--- src/core/supervisor_consts.vh ---
`ifndef SUPERVISOR_CONSTS_VH
`define SUPERVISOR_CONSTS_VH

// ****************************************
// Timing
// ****************************************
`define CLK_PERIOD_NS      10
`define TICK_PERIOD_NS     1000000
`define TICK_CYCLES        (`TICK_PERIOD_NS / `CLK_PERIOD_NS)
`define RESET_HOLD_MS      500
`define WDOG_TIMEOUT_MS    700
`define STROBE_MIN_NS      500
`define STROBE_MIN_CYCLES  ((`STROBE_MIN_NS + `CLK_PERIOD_NS - 1) / `CLK_PERIOD_NS)
`define DEBOUNCE_TICKS     10

`endif

--- src/core/level_sync.v ---
`timescale 1ns/100ps
`default_nettype none

// ****************************************
// Three-stage synchroniser with agreement
// ****************************************
module level_sync (
    // Clock and reset
    input  wire clk_in,
    input  wire rstn_in,
    // Level
    input  wire async_in,
    output reg  level_out
);
    reg [2:0] sync_q;

    always @(posedge clk_in) begin
        if (!rstn_in) begin
            sync_q    <= 3'h0;
            level_out <= 1'b0;
        end else begin
            sync_q <= {sync_q[1:0], async_in};
            // Change counts only once stages two and three agree
            if (sync_q[1] == sync_q[2]) begin
                level_out <= sync_q[2];
            end
        end
    end
endmodule // level_sync

`default_nettype wire

--- src/core/supervisor_watchdog_reset.v ---
`include "supervisor_consts.vh"
`timescale 1ns/100ps
`default_nettype none

module supervisor_watchdog_reset #(
    parameter TICK_CYCLES    = `TICK_CYCLES,
    parameter RESET_HOLD_MS  = `RESET_HOLD_MS,
    parameter WDOG_TIMEOUT_MS = `WDOG_TIMEOUT_MS,
    parameter STROBE_CYCLES  = `STROBE_MIN_CYCLES,
    parameter DEBOUNCE_TICKS = `DEBOUNCE_TICKS
) (
    // Clock and reset
    input  wire clk_in,
    input  wire rstn_in,
    // Analog comparator levels
    input  wire supply_good_in,
    input  wire strobe_low_level_in,
    input  wire hard_low_in,
    // Shared reset/strobe pin, open drain
    output wire reset_strobe_pin_out,
    output wire reset_strobe_pin_oe_out,
    // Status
    output reg  reset_active_out
);
    // ****************************************
    // States
    // ****************************************
    // One-hot; an illegal code falls back to hold
    localparam [2:0] ST_HOLD  = 3'h1;
    localparam [2:0] ST_WATCH = 3'h2;
    localparam [2:0] ST_PULSE = 3'h4;

    // ****************************************
    // Helpers
    // ****************************************
    // True on the last count of an interval of the given length
    function is_last;
        input [15:0] cnt_val;
        input [31:0] len_val;
        begin
            is_last = ({16'h0000, cnt_val} == (len_val - 32'h00000001));
        end
    endfunction

    // ****************************************
    // Input synchronisers
    // ****************************************
    // Comparator levels come from the analog side, off this clock
    wire supply_good_s;
    wire strobe_s;
    wire hard_low_s;

    level_sync u_sync_supply (
        .clk_in    (clk_in),
        .rstn_in   (rstn_in),
        .async_in  (supply_good_in),
        .level_out (supply_good_s)
    );
    level_sync u_sync_strobe (
        .clk_in    (clk_in),
        .rstn_in   (rstn_in),
        .async_in  (strobe_low_level_in),
        .level_out (strobe_s)
    );
    level_sync u_sync_hard (
        .clk_in    (clk_in),
        .rstn_in   (rstn_in),
        .async_in  (hard_low_in),
        .level_out (hard_low_s)
    );

    // ****************************************
    // Millisecond timebase
    // ****************************************
    // One pulse per millisecond; hold, watchdog and debounce count these, so the first
    // interval after a restart may be up to one tick short
    reg  [31:0] tick_cnt_q;
    reg         tick_q;

    always @(posedge clk_in) begin
        if (!rstn_in) begin
            tick_cnt_q <= 32'h0;
            tick_q     <= 1'b0;
        end else if (tick_cnt_q >= TICK_CYCLES - 1) begin
            tick_cnt_q <= 32'h0;
            tick_q     <= 1'b1;
        end else begin
            tick_cnt_q <= tick_cnt_q + 32'h1;
            tick_q     <= 1'b0;
        end
    end

    // ****************************************
    // Strobe qualification
    // ****************************************
    // Strobe only when dipped to strobe level but not to hard low
    reg  [15:0] strb_cnt_q;
    reg         strobe_seen_q;
    wire        strobe_level = strobe_s && !hard_low_s;

    always @(posedge clk_in) begin
        if (!rstn_in) begin
            strb_cnt_q    <= 16'h0;
            strobe_seen_q <= 1'b0;
        end else begin
            strobe_seen_q <= 1'b0;
            if (!strobe_level) begin
                strb_cnt_q <= 16'h0;
            end else if (strb_cnt_q < STROBE_CYCLES) begin
                strb_cnt_q <= strb_cnt_q + 16'h1;
                // Fires once per dip, on reaching the minimum width
                if (is_last(strb_cnt_q, STROBE_CYCLES)) begin
                    strobe_seen_q <= 1'b1;
                end
            end
        end
    end

    // ****************************************
    // Override debounce
    // ****************************************
    // Our own pull-down also reads as hard low; only count outside it
    // The synchroniser delays the line by four edges, so the mask trails
    // our release by as long; a fast timebase would otherwise take that
    // tail for a press and lock the part in reset
    reg  [3:0]  own_pull_q;
    wire        own_pull = reset_active_out || (|own_pull_q);
    reg  [15:0] deb_cnt_q;
    reg         override_q;

    always @(posedge clk_in) begin
        if (!rstn_in) begin
            own_pull_q <= 4'hF;
        end else begin
            own_pull_q <= {own_pull_q[2:0], reset_active_out};
        end
    end

    always @(posedge clk_in) begin
        if (!rstn_in) begin
            deb_cnt_q  <= 16'h0;
            override_q <= 1'b0;
        end else begin
            override_q <= 1'b0;
            if (!hard_low_s || own_pull) begin
                deb_cnt_q <= 16'h0;
            end else if (tick_q) begin
                if (is_last(deb_cnt_q, DEBOUNCE_TICKS)) begin
                    deb_cnt_q  <= 16'h0;
                    override_q <= 1'b1;
                end else begin
                    deb_cnt_q <= deb_cnt_q + 16'h1;
                end
            end
        end
    end

    // ****************************************
    // Reset sequencer
    // ****************************************
    reg  [2:0]  state_q;
    reg  [15:0] ms_cnt_q;

    always @(posedge clk_in) begin
        if (!rstn_in) begin
            state_q          <= ST_HOLD;
            ms_cnt_q         <= 16'h0;
            reset_active_out <= 1'b1;
        end else if (!supply_good_s) begin
            // Supply loss wins over every state at once
            state_q          <= ST_HOLD;
            ms_cnt_q         <= 16'h0;
            reset_active_out <= 1'b1;
        end else begin
            case (state_q)
                ST_HOLD, ST_PULSE: begin
                    // Strobes are ignored here; the watchdog restarts at release
                    reset_active_out <= 1'b1;
                    if (tick_q) begin
                        if (is_last(ms_cnt_q, RESET_HOLD_MS)) begin
                            // Watchdog restarts from release
                            state_q          <= ST_WATCH;
                            ms_cnt_q         <= 16'h0;
                            reset_active_out <= 1'b0;
                        end else begin
                            ms_cnt_q <= ms_cnt_q + 16'h1;
                        end
                    end
                end
                ST_WATCH: begin
                    reset_active_out <= 1'b0;
                    // Override outranks a strobe so a held button always resets
                    if (override_q) begin
                        state_q          <= ST_PULSE;
                        ms_cnt_q         <= 16'h0;
                        reset_active_out <= 1'b1;
                    end else if (strobe_seen_q) begin
                        ms_cnt_q <= 16'h0;
                    end else if (tick_q) begin
                        if (is_last(ms_cnt_q, WDOG_TIMEOUT_MS)) begin
                            state_q          <= ST_PULSE;
                            ms_cnt_q         <= 16'h0;
                            reset_active_out <= 1'b1;
                        end else begin
                            ms_cnt_q <= ms_cnt_q + 16'h1;
                        end
                    end
                end
                default: begin
                    state_q          <= ST_HOLD;
                    ms_cnt_q         <= 16'h0;
                    reset_active_out <= 1'b1;
                end
            endcase
        end
    end

    // ****************************************
    // Pin drive
    // ****************************************
    // Pin level is always low; enable alone pulls the line
    assign reset_strobe_pin_out    = 1'b0;
    assign reset_strobe_pin_oe_out = reset_active_out;
endmodule // supervisor_watchdog_reset

`default_nettype wire

--- config.mk ---
export PLATFORM = sky130hd
export DESIGN_NAME = supervisor_watchdog_reset
export DESIGN_NICKNAME = d
export VERILOG_FILES = /design/src/core/level_sync.v /design/src/core/supervisor_watchdog_reset.v
export VERILOG_INCLUDE_DIRS = /design/src /design/src/core
export SDC_FILE = /design/constraint.sdc
export NUM_CORES = 1
export LEC_CHECK = 0
export ABC_AREA = 1
export BUFFER_PORTS_ARGS = -buffer_cell sky130_fd_sc_hd__buf_2
export CAP_MARGIN = 20
export CORE_ASPECT_RATIO = 0.6
export CORE_UTILIZATION = 65
export DETAILED_ROUTE_END_ITERATION = 8
export PLACE_DENSITY = 0.86
export SLEW_MARGIN = 20
export SYNTH_ARGS = -nofsm -noshare
export SYNTH_HDL_FRONTEND = slang
export SYNTH_SLANG_ARGS = --single-unit
export TNS_END_PERCENT = 1
--- constraint.sdc ---
create_clock -name clk_in -period 2.73 [get_ports clk_in]
set_input_delay 0.546 -clock clk_in [delete_from_list [all_inputs] [get_ports clk_in]]
set_output_delay 0.546 -clock clk_in [all_outputs]
set_load 0.03 [all_outputs]
; ---- Word-level counts from Yosys, hierarchy flattened
; Cells that the tools add are included.
; Widths: inputs -> output; s select.
[word_totals]
register_bits = 103
inputBits = 5
output_inout_bits = 3
wordCells = 79
[op_classes]
n_addsub = 4
magnitude_cmp = 2
n_eq_ne = 16
muxes = 25
bitwise = 2
reduce_logical = 14
[op_table]
columns = cell, count
row1 = $mux 16, 7
row2 = $add 16x1->16 const B, 3
row3 = $add 32x1->32 const B, 1
row4 = $ge 32x17->1 const B, 1
row5 = $pmux 16 s2, 1
row6 = $mux 3, 6
row7 = $eq 16x10->1 const B, 1
row8 = $eq 16x4->1 const B, 1
row9 = $eq 16x6->1 const B, 1
row10 = $eq 16x9->1 const B, 1
row11 = $lt 16x6->1 const B, 1
row12 = $mux 1, 9
row13 = $ne 3x3->1 const B, 3
row14 = $pmux 3 s2, 1
row15 = $reduce_and 2->1, 3
row16 = $reduce_or 2->1, 3
row17 = $reduce_and 5->1, 1
row18 = $ne 2x2->1 const B, 2
row19 = $ne 4x4->1 const B, 1
row20 = $reduce_or 4->1, 1
row21 = $eq 1x1->1, 3
row22 = $eq 3x1->1 const B, 1
row23 = $eq 3x2->1 const B, 1
row24 = $eq 3x3->1 const B, 1
row25 = other kinds (7), 9

; ---- Longest topological paths before layout
; Gate-level depths: netlist of run 1.
[depth]
depth_word = 6
mapped_depth = 11
ltp_nobuf = 10

; ---- Cells and area by module
; Synthesis of run 1 repeated with hierarchy kept, for this count alone.
[hier_totals]
hier_cells = 603
hier_area_um2 = 4493.1
[modules_own_cells]
columns = module, n_inst, cells_each, area_each_um2, seq_area_each_um2
row1 = supervisor_watchdog_reset, 1, 564, 4144.0, 1821.7
row2 = level_sync, 3, 13, 116.4, 80.1

; ---- Worst setup path before layout of run 1
; OpenSTA, ideal clock, no wires.
[synth_timing]
path_type = register to register
startpoint = reg tick_cnt_q[0]
endpoint = reg tick_cnt_q[11]
setup_ns = 0.116
t_arrival_ns = 1.307
required_ns = 2.614
path_slack_ns = 1.307
path_stages_with_launch = 12
path_buffers = 1
synth_period_minus_slack_ns = 1.423
cell_sequence = dfxtp_1 -> ha_1 -> nand2_1 -> nor2_4 -> nand3b_1 -> nand2_1 -> nand2_1 -> nand2_1 -> nand2_1 -> nand3_2 -> buf_4 -> nor2_1
[synth_via]
elab_chain_len = 2
elab_cells_between_ends = 3
classes_between = 1 x add/sub / 1 x order compare / 1 x reduce/logical
[synth_lines]
columns = item, line
row1 = "start, declared", supervisor_watchdog_reset.v:77  ; reg [31:0] tick_cnt_q;
row2 = "start signal, assigned", supervisor_watchdog_reset.v:88  ; tick_cnt_q <= tick_cnt_q + 32'h1;
row3 = $ge 32x17->1, supervisor_watchdog_reset.v:84  ; end else if (tick_cnt_q >= TICK_CYCLES - 1) begin
row4 = $reduce_or 2->1 (no source line), -
; Parallel ways exist; a longest one is shown, timed or not.
; A chain may end at the register's enable or synchronous reset.

; ---- Worst setup path after layout of run 1
[layout_timing]
startpoint = reg tick_q
endpoint = reg ms_cnt_q[0]
[layout_via]
elab_chain_len = 2
elab_cells_between_ends = 3
classes_between = 2 x eq/ne / 1 x reduce/logical
[layout_lines]
columns = item, line
row1 = "start, declared", supervisor_watchdog_reset.v:78  ; reg tick_q;
row2 = "start signal, assigned", supervisor_watchdog_reset.v:83  ; tick_q <= 1'b0;
row3 = "start signal, assigned", supervisor_watchdog_reset.v:86  ; tick_q <= 1'b1;
row4 = "start signal, assigned", supervisor_watchdog_reset.v:89  ; tick_q <= 1'b0;
row5 = $ne 4x4->1 (no source line) or $ne 2x2->1 (tied branches), -
row6 = $reduce_and 2->1 (no source line) *, -
row7 = "end signal, assigned", supervisor_watchdog_reset.v:186  ; ms_cnt_q <= ms_cnt_q + 16'h1;
row8 = "end signal, assigned", supervisor_watchdog_reset.v:205  ; ms_cnt_q <= ms_cnt_q + 16'h1;
row9 = "end, declared", supervisor_watchdog_reset.v:162  ; reg [15:0] ms_cnt_q;
; Mark *: on every way between the ends. The rest lies on a longest branch, timed or not.

==> results.md, run 1 <==
- Status: complete, no violations
- Detailed Route Iter0 Violations: about 410
- Slew Limit Fails: 0
- Top Family by Delay on Critical Path: simple AND/OR/NAND/NOR gates
- Die Wd: approximately 110 um
- DRC errors left: 0
- Starting density of the core: 0.671
- Hold-fix buffer count after cts: 0
- Largest family of logic cells by synthesized area: simple AND/OR/NAND/NOR gates
- Yosys warning count: 0
- # nets final: 655
- DRT Pass-1 Iters: 5
- Simple-gate share of the synthesized area: 0.336
- Std-Cell Rows: 23
- Critical path's largest stage delay: 0.62 ns
- Worst-Margin Slew: 0.613 ns
- # diodes: 0
- # setup viols final: 0
- Crit path launch: tick_q
- Clock Sinks: slightly above 100
- Crit Path Class: reg2reg
- Unrepaired setup endpoints after global routing: no
- CP bufs+invs: 1
- Commonest non-fill, non-tap cell in the layout: nand2_1
- Synthesized area per cell: approximately 7.2 sq um
- Pwr Density: between 500 and 600 nW/um^2
- Crit Path Max Fanout: 11
- CP startpoint kind: register
- Sequential share of the synthesized area: 0.460
- Wirelength per Cell: between 10 and 15 um
- Routed Antenna Nets: 0
- Clk_lat worst skew: between 0.3 and 0.4 ns
- First-pass GRT wire length: about 15000 um
- F_max: about 570 MHz
- Fin crit share: 0.641
- Inserted Clock Buffers: 9
- Adder-cell share of the synthesized area: 0.0190
- Skew final: about 0.0065 ns
- Detailed Route WL: 8800 um
- Rel. slew slack: 0.590
- Worst reg2reg path startpoint: tick_q
- Fin. Hold Viols: 0
- TritonCTS clock tree: built
- Cells along the critical path: inv_4 > nand4_1 > nand2_1 > or2_2 > a21oi_1
- Hold Crit Class: in2reg
- Clk buf depth: 2
- Routability-driven placement congestion ratio: roughly 0.94
- Initial antenna violation count: 0
- Via density: slightly above 5
- Final setup TNS: 0 ns
- Hpwl dp: 6340 um
- Mux cell area share after synthesis: 0
- GRT overflow: 0
- Element type at the critical path end: register
- IO Pins: 8
- Share of cells above drive strength 1: 0.0663
- Crit path capture: ms_cnt_q[0]
- Required @ worst endpoint: 3.01 ns
- Syn Inst Count: 620
- Leak Pwr: 2.03 nW
- Hold_ws: about 0.38 ns
- Commonest non-fill, non-tap cells in the layout: nand2_1 (133), nor2_1 (117), dfxtp_1 (103)
- Synth Area in XOR/XNOR: 0.0450
- Post-CTS setup repair buffer count: 0
- Post-cts resize count: 0
- Worst VDD drop: about 0.00063 V
- DP Area: ~4600 sq um
- Die height: 66.3 um
- GRT Util Overall: 0.269
- Core area: between 6000 and 7000 sq um
- Die area: between 7000 and 8000 sq um
- Reg2reg end: ms_cnt_q[0]
- Synth cell types: 34
- Max cap viols: 0
- H-tree Lvls: 3
- Final Cell Area: between 4000 and 5000 sq um
- Compound-gate portion of the synthesized area: 0.0436
- Crit path DAT: just over 2 ns
- Root Buffer: clkbuf_16
- Vias: 3799
- P&R area growth vs syn: 9.95%
- Tmin final: 1.75 ns
- Clk slew on worst S/H paths: 0.07 ns
- Slowest-stage cell, CP: dfxtp_1
- Port bufs: 6
- Netlist Area Pre-Place: approximately 4500 sq um
- WP depth: 5
- R2R setup slack: 0.98 ns
- Vias in the first global route: around 3400
- Register-to-Register Path Depth: 5
- Largest net degree at the start of global routing: 19
- Seq cells post-synth: a little over 100
## kinds of logic (layout without fill, tap and decap cells)
kind of cell,Yosys count,count (layout)
compound gates,35,35
other cells,1,16
flops,103,103
fa+ha+maj,7,7
buf+inv,106,120
xor+xnor,23,23
simple gates,345,345
## layer usage
layer	up-vias	part of all wire	GRT usage
met3	18	0.084	0.0975
li1	1958	-	-
met1	1684	0.48	0.365
met5	-	0	0
met4	0	0.012	0.0743
met2	139	0.42	0.400
## worst min path at each step
stage	start	endpoint	cells after the start
floorplan	u_sync_hard.sync_q[0]	u_sync_hard.sync_q[1]	2
global placement	u_sync_hard.sync_q[0]	u_sync_hard.sync_q[1]	2
detailed placement	u_sync_supply.sync_q[0]	u_sync_supply.sync_q[1]	2
CTS	supply_good_in	u_sync_supply.sync_q[0]	3
global route	strobe_low_level_in	u_sync_strobe.sync_q[0]	3
finish	strobe_low_level_in	u_sync_strobe.sync_q[0]	3
## per-stage QoR
stage | instances | setup WS, ns | utilization | total power, mW
2_1_floorplan | 635 | 1.31 | - | 1.59
3_3_place_gp | 720 | 0.919 | 0.692 | 1.59
3_5_place_dp | 720 | 0.830 | 0.692 | 1.59
4_1_cts | 736 | 1.02 | 0.737 | 2.89
5_1_grt | 736 | 0.846 | 0.737 | 2.95
6_report | 736 | 0.981 | 0.737 | 2.87
## worst register-to-register path, stage by stage, from the launching register on
cell	delay [ns]
dfxtp_1	0.62
inv_4	0.11
nand4_1	0.16
nand2_1	0.28
or2_2	0.37
a21oi_1	0.13
## final cells by class
class / instances / area (sq um)
well taps: 87 / 109
clock buffers: 10 / 229
fillers: 481 / 1750
multi-input cells: 426 / 2040
clock inverters: 6 / 75.1
inverters: 97 / 367
flip-flops and latches: 103 / 2060
repair buffers: 7 / 37.5
## power breakdown
group          switching [mW]  total [mW]  internal [mW]  leakage [nW]
combinational          0.0238      0.0330        0.00919          1.04
sequential            0.00807        1.53           1.52         0.837
clock                   0.580        1.31          0.727         0.151
total                   0.612        2.87           2.26          2.03
## cell usage after synthesis (all sizes together)
cell    number  area share
nand2      134        0.11
nor2       122        0.11
dfxtp      103        0.46
inv         97       0.082
nand3       43       0.053
nand4       21       0.029
a21oi       18       0.023
o21ai       13       0.015
xor2        13       0.025
nor3        11       0.013
xnor2       10       0.020
buf          6      0.0089
ha           6       0.017
nor4         6      0.0084
or2          5      0.0070
clkbuf       3      0.0047
nand3b       2      0.0034
o21bai       2      0.0034
a31oi        1      0.0014
and2         1      0.0014
conb         1     0.00084
maj3         1      0.0022
o21a         1      0.0017
## registers in the layout (all words and copies together) (netlist names)
| signal | count |
|---|---|
| strb_cnt_q | 16 |
| reset_active_out | 1 |
| tick_q | 1 |
| ms_cnt_q | 16 |
| own_pull_q | 4 |
| state_q | 3 |
| u_sync_supply.sync_q | 3 |
| u_sync_hard.sync_q | 3 |
| u_sync_supply.level_out | 1 |
| strobe_seen_q | 1 |
| tick_cnt_q | 32 |
| override_q | 1 |
| u_sync_strobe.level_out | 1 |
| deb_cnt_q | 16 |
| u_sync_strobe.sync_q | 3 |
| u_sync_hard.level_out | 1 |
Power figures use the tool's default switching activity.
==> run 2: changes to the inputs <==
CORE_UTILIZATION = 62   (was 65)
PLACE_DENSITY = 0.83   (was 0.86)
clock period = 1.7 ns   (was 2.73 ns; I/O delays follow)
==> results.md, run 2 (same netlist as run 1, synthesis figures left out) <==
- Required @ worst endpoint: 1.94 ns (was 3.01 ns)
- Root Buffer: clkbuf_16 (unchanged)
- Crit path DAT: 1.84 ns (was 2.03 ns)
- DRC errors left: 1 (was 0)
- Initial antenna violation count: 0 (unchanged)
- First-pass GRT wire length: 15400 um (was 14900 um)
- Die area: 7580 sq um (was 7240 sq um)
- Register area: 2060 sq um (unchanged)
- Unrepaired setup endpoints after global routing: yes (was no)
- R2R setup slack: 0.09 ns (was 0.98 ns)
- # diodes: 0 (unchanged)
- P&R area growth vs syn: 12.0% (was 9.95%)
- Share of cells above drive strength 1: 0.0850 (was 0.0663)
- Detailed Route Iter0 Violations: 333 (was 405)
- Placed insts: 730 (was 720)
- WL met1: 4280 um (was 4230 um)
- Slowest-stage cell, CP: dfxtp_1 (unchanged)
- Final Cell Area: 5020 sq um (was 4920 sq um)
- Wirelength per Cell: 12.4 um (was 12.0 um)
- Clk buf depth: 2 (unchanged)
- Leak Pwr: 2.07 nW (was 2.03 nW)
- Commonest non-fill, non-tap cell in the layout: nand2_1 (unchanged)
- Hold Path End: u_sync_supply.sync_q[0] (was u_sync_strobe.sync_q[0])
- Util after Layout: 0.736 (was 0.737)
- IO Pins: 8 (unchanged)
- Failing checks: design-rule violations
- Hold-fix buffer count after cts: 0 (unchanged)
- Worst reg2reg path startpoint: ms_cnt_q[0] (was tick_q)
- Pwr Density: 896 nW/um^2 (was 582 nW/um^2)
- TritonCTS clock tree: built (unchanged)
- Crit Path Max Fanout: 4 (was 11)
- Worst VDD drop: 0.000797 V (was 0.000626 V)
- Commonest non-fill, non-tap cells in the layout: nand2_1 (133), nor2_1 (116), dfxtp_1 (103) (was nand2_1 (133), nor2_1 (117), dfxtp_1 (103))
- Tmin final: 1.61 ns (was 1.75 ns)
- # nets final: 665 (was 655)
- Routed Antenna Nets: 0 (unchanged)
- Die height: 67.8 um (was 66.3 um)
- Core area: 6820 sq um (was 6680 sq um)
- CP startpoint kind: register (unchanged)
- Final setup TNS: 0 ns (unchanged)
- Port bufs: 6 (unchanged)
- Crit Path Class: reg2reg (unchanged)
- DR WL met3: 756 um (was 737 um)
- Fin. Hold Viols: 0 (unchanged)
- Clk_lat worst skew: 0.34 ns (was 0.35 ns)
- Fin crit share: 0.945 (was 0.641)
- Top reg by flops: tick_cnt_q (unchanged)
- Uppermost layer routed: met4 (unchanged)
- Via density: 5.21 (was 5.16)
- CP bufs+invs: 0 (was 1)
- Top Family by Delay on Critical Path: simple AND/OR/NAND/NOR gates (unchanged)
- Die Wd: 112 um (was 109 um)
- Fillers: 496 (was 481)
- Std-Cell Rows: 23 (unchanged)
- Wire length on met2: 4160 um (was 3730 um)
- Slew Limit Fails: 0 (unchanged)
- GRT overflow: 0 (unchanged)
- F_max: 623 MHz (was 572 MHz)
- Multi-input gate area: 2070 sq um (was 2040 sq um)
- Hpwl dp: 6770 um (was 6340 um)
- Routability-driven placement congestion ratio: 0.987 (was 0.937)
- H-tree Lvls: 3 (unchanged)
- Starting density of the core: 0.657 (was 0.671)
- Inserted Clock Buffers: 9 (unchanged)
- Detailed Route WL: 9260 um (was 8800 um)
- Critical path's largest stage delay: 0.37 ns (was 0.62 ns)
- Largest net degree at the start of global routing: 18 (was 19)
- Hold Startpoint: supply_good_in (was strobe_low_level_in)
- # setup viols final: 0 (unchanged)
- Max FFs per register: 32 (unchanged)
- DRT Pass-1 Iters: 7 (was 5)
- Hold Crit Class: in2reg (unchanged)
- Cells along the critical path: ha_2 > nand2_1 > nor2_2 > nand4_1 > or2_2 > nand4_1 > nand2_1 (was inv_4 > nand4_1 > nand2_1 > or2_2 > a21oi_1)
- DP Area: 4690 sq um (was 4620 sq um)
- Skew final: 0.00901 ns (was 0.00645 ns)
- Vias in the first global route: 3379 (was 3403)
- Clk slew on worst S/H paths: 0.07 ns (about the same)
- Element type at the critical path end: register (unchanged)
- Vias: 3886 (was 3799)
- Hold path depth: 3 (unchanged)
- Status: complete, but fails checks (was complete, no violations)
- GRT Util Overall: 0.261 (was 0.269)
- Post-Layout Cell Count: 746 (was 736)
- Max cap viols: 0 (unchanged)
- Clock Sinks: 103 (unchanged)
- Reg2reg end: ms_cnt_q[12] (was ms_cnt_q[0])
- Register-to-Register Path Depth: 7 (was 5)
[run 2: layer usage]
layer / global-route usage / up-vias
li1: - / 1982
met4: 0.0557 / 0
met3: 0.0992 / 10
met2: 0.418 / 161
met1: 0.340 / 1733
met5: 0 / -
[run 2: final cells by class]
cell class,count,area share
multi-input cells,426,0.413
flip-flops and latches,103,0.411
inverters,97,0.0731
clock buffers,12,0.0511
repair buffers,17,0.0224
well taps,87,0.0217
clock inverters,4,0.00723
[run 2: worst max-delay path by stage]
stage                        startpoint             end  slack [ns]  depth (start not counted)
after global routing        ms_cnt_q[4]      state_q[1]       -0.02                          9
after CTS                   ms_cnt_q[0]    ms_cnt_q[12]        0.05                          7
after global placement      ms_cnt_q[0]    ms_cnt_q[12]        0.12                          7
after floorplan           tick_cnt_q[0]  tick_cnt_q[15]        0.28                         11
after detailed placement    ms_cnt_q[0]    ms_cnt_q[12]        0.09                          7
final                       ms_cnt_q[0]    ms_cnt_q[12]        0.09                          7
[run 2: repair_timing]
action	CTS	global route
endpoints found under the setup margin	0	25
gates resized for setup	0	6
buffers inserted	0	0
[run 2: metrics by stage]
step	hold slack [ns]	power (mW)	setup WS (ns)
finish	0.178	4.50	0.0940
global route	0.194	4.64	-0.0150
CTS	0.166	4.53	0.0484
detailed placement	0.398	2.57	0.0896
global placement	0.392	2.57	0.123
floorplan	0.390	2.55	0.277
[run 2: worst reg2reg max path, delay by kind of cell, from the launching register on]
family,cells,cell delay [ns]
and+or+nand+nor,6,0.89
DFF,1,0.37
adders and majority gates,1,0.24
[run 2: report_power, final]
group	internal, mW	switching (mW)
logic	0.0210	0.0442
registers	2.44	0.0120
clock network	1.09	0.887
total	3.55	0.943
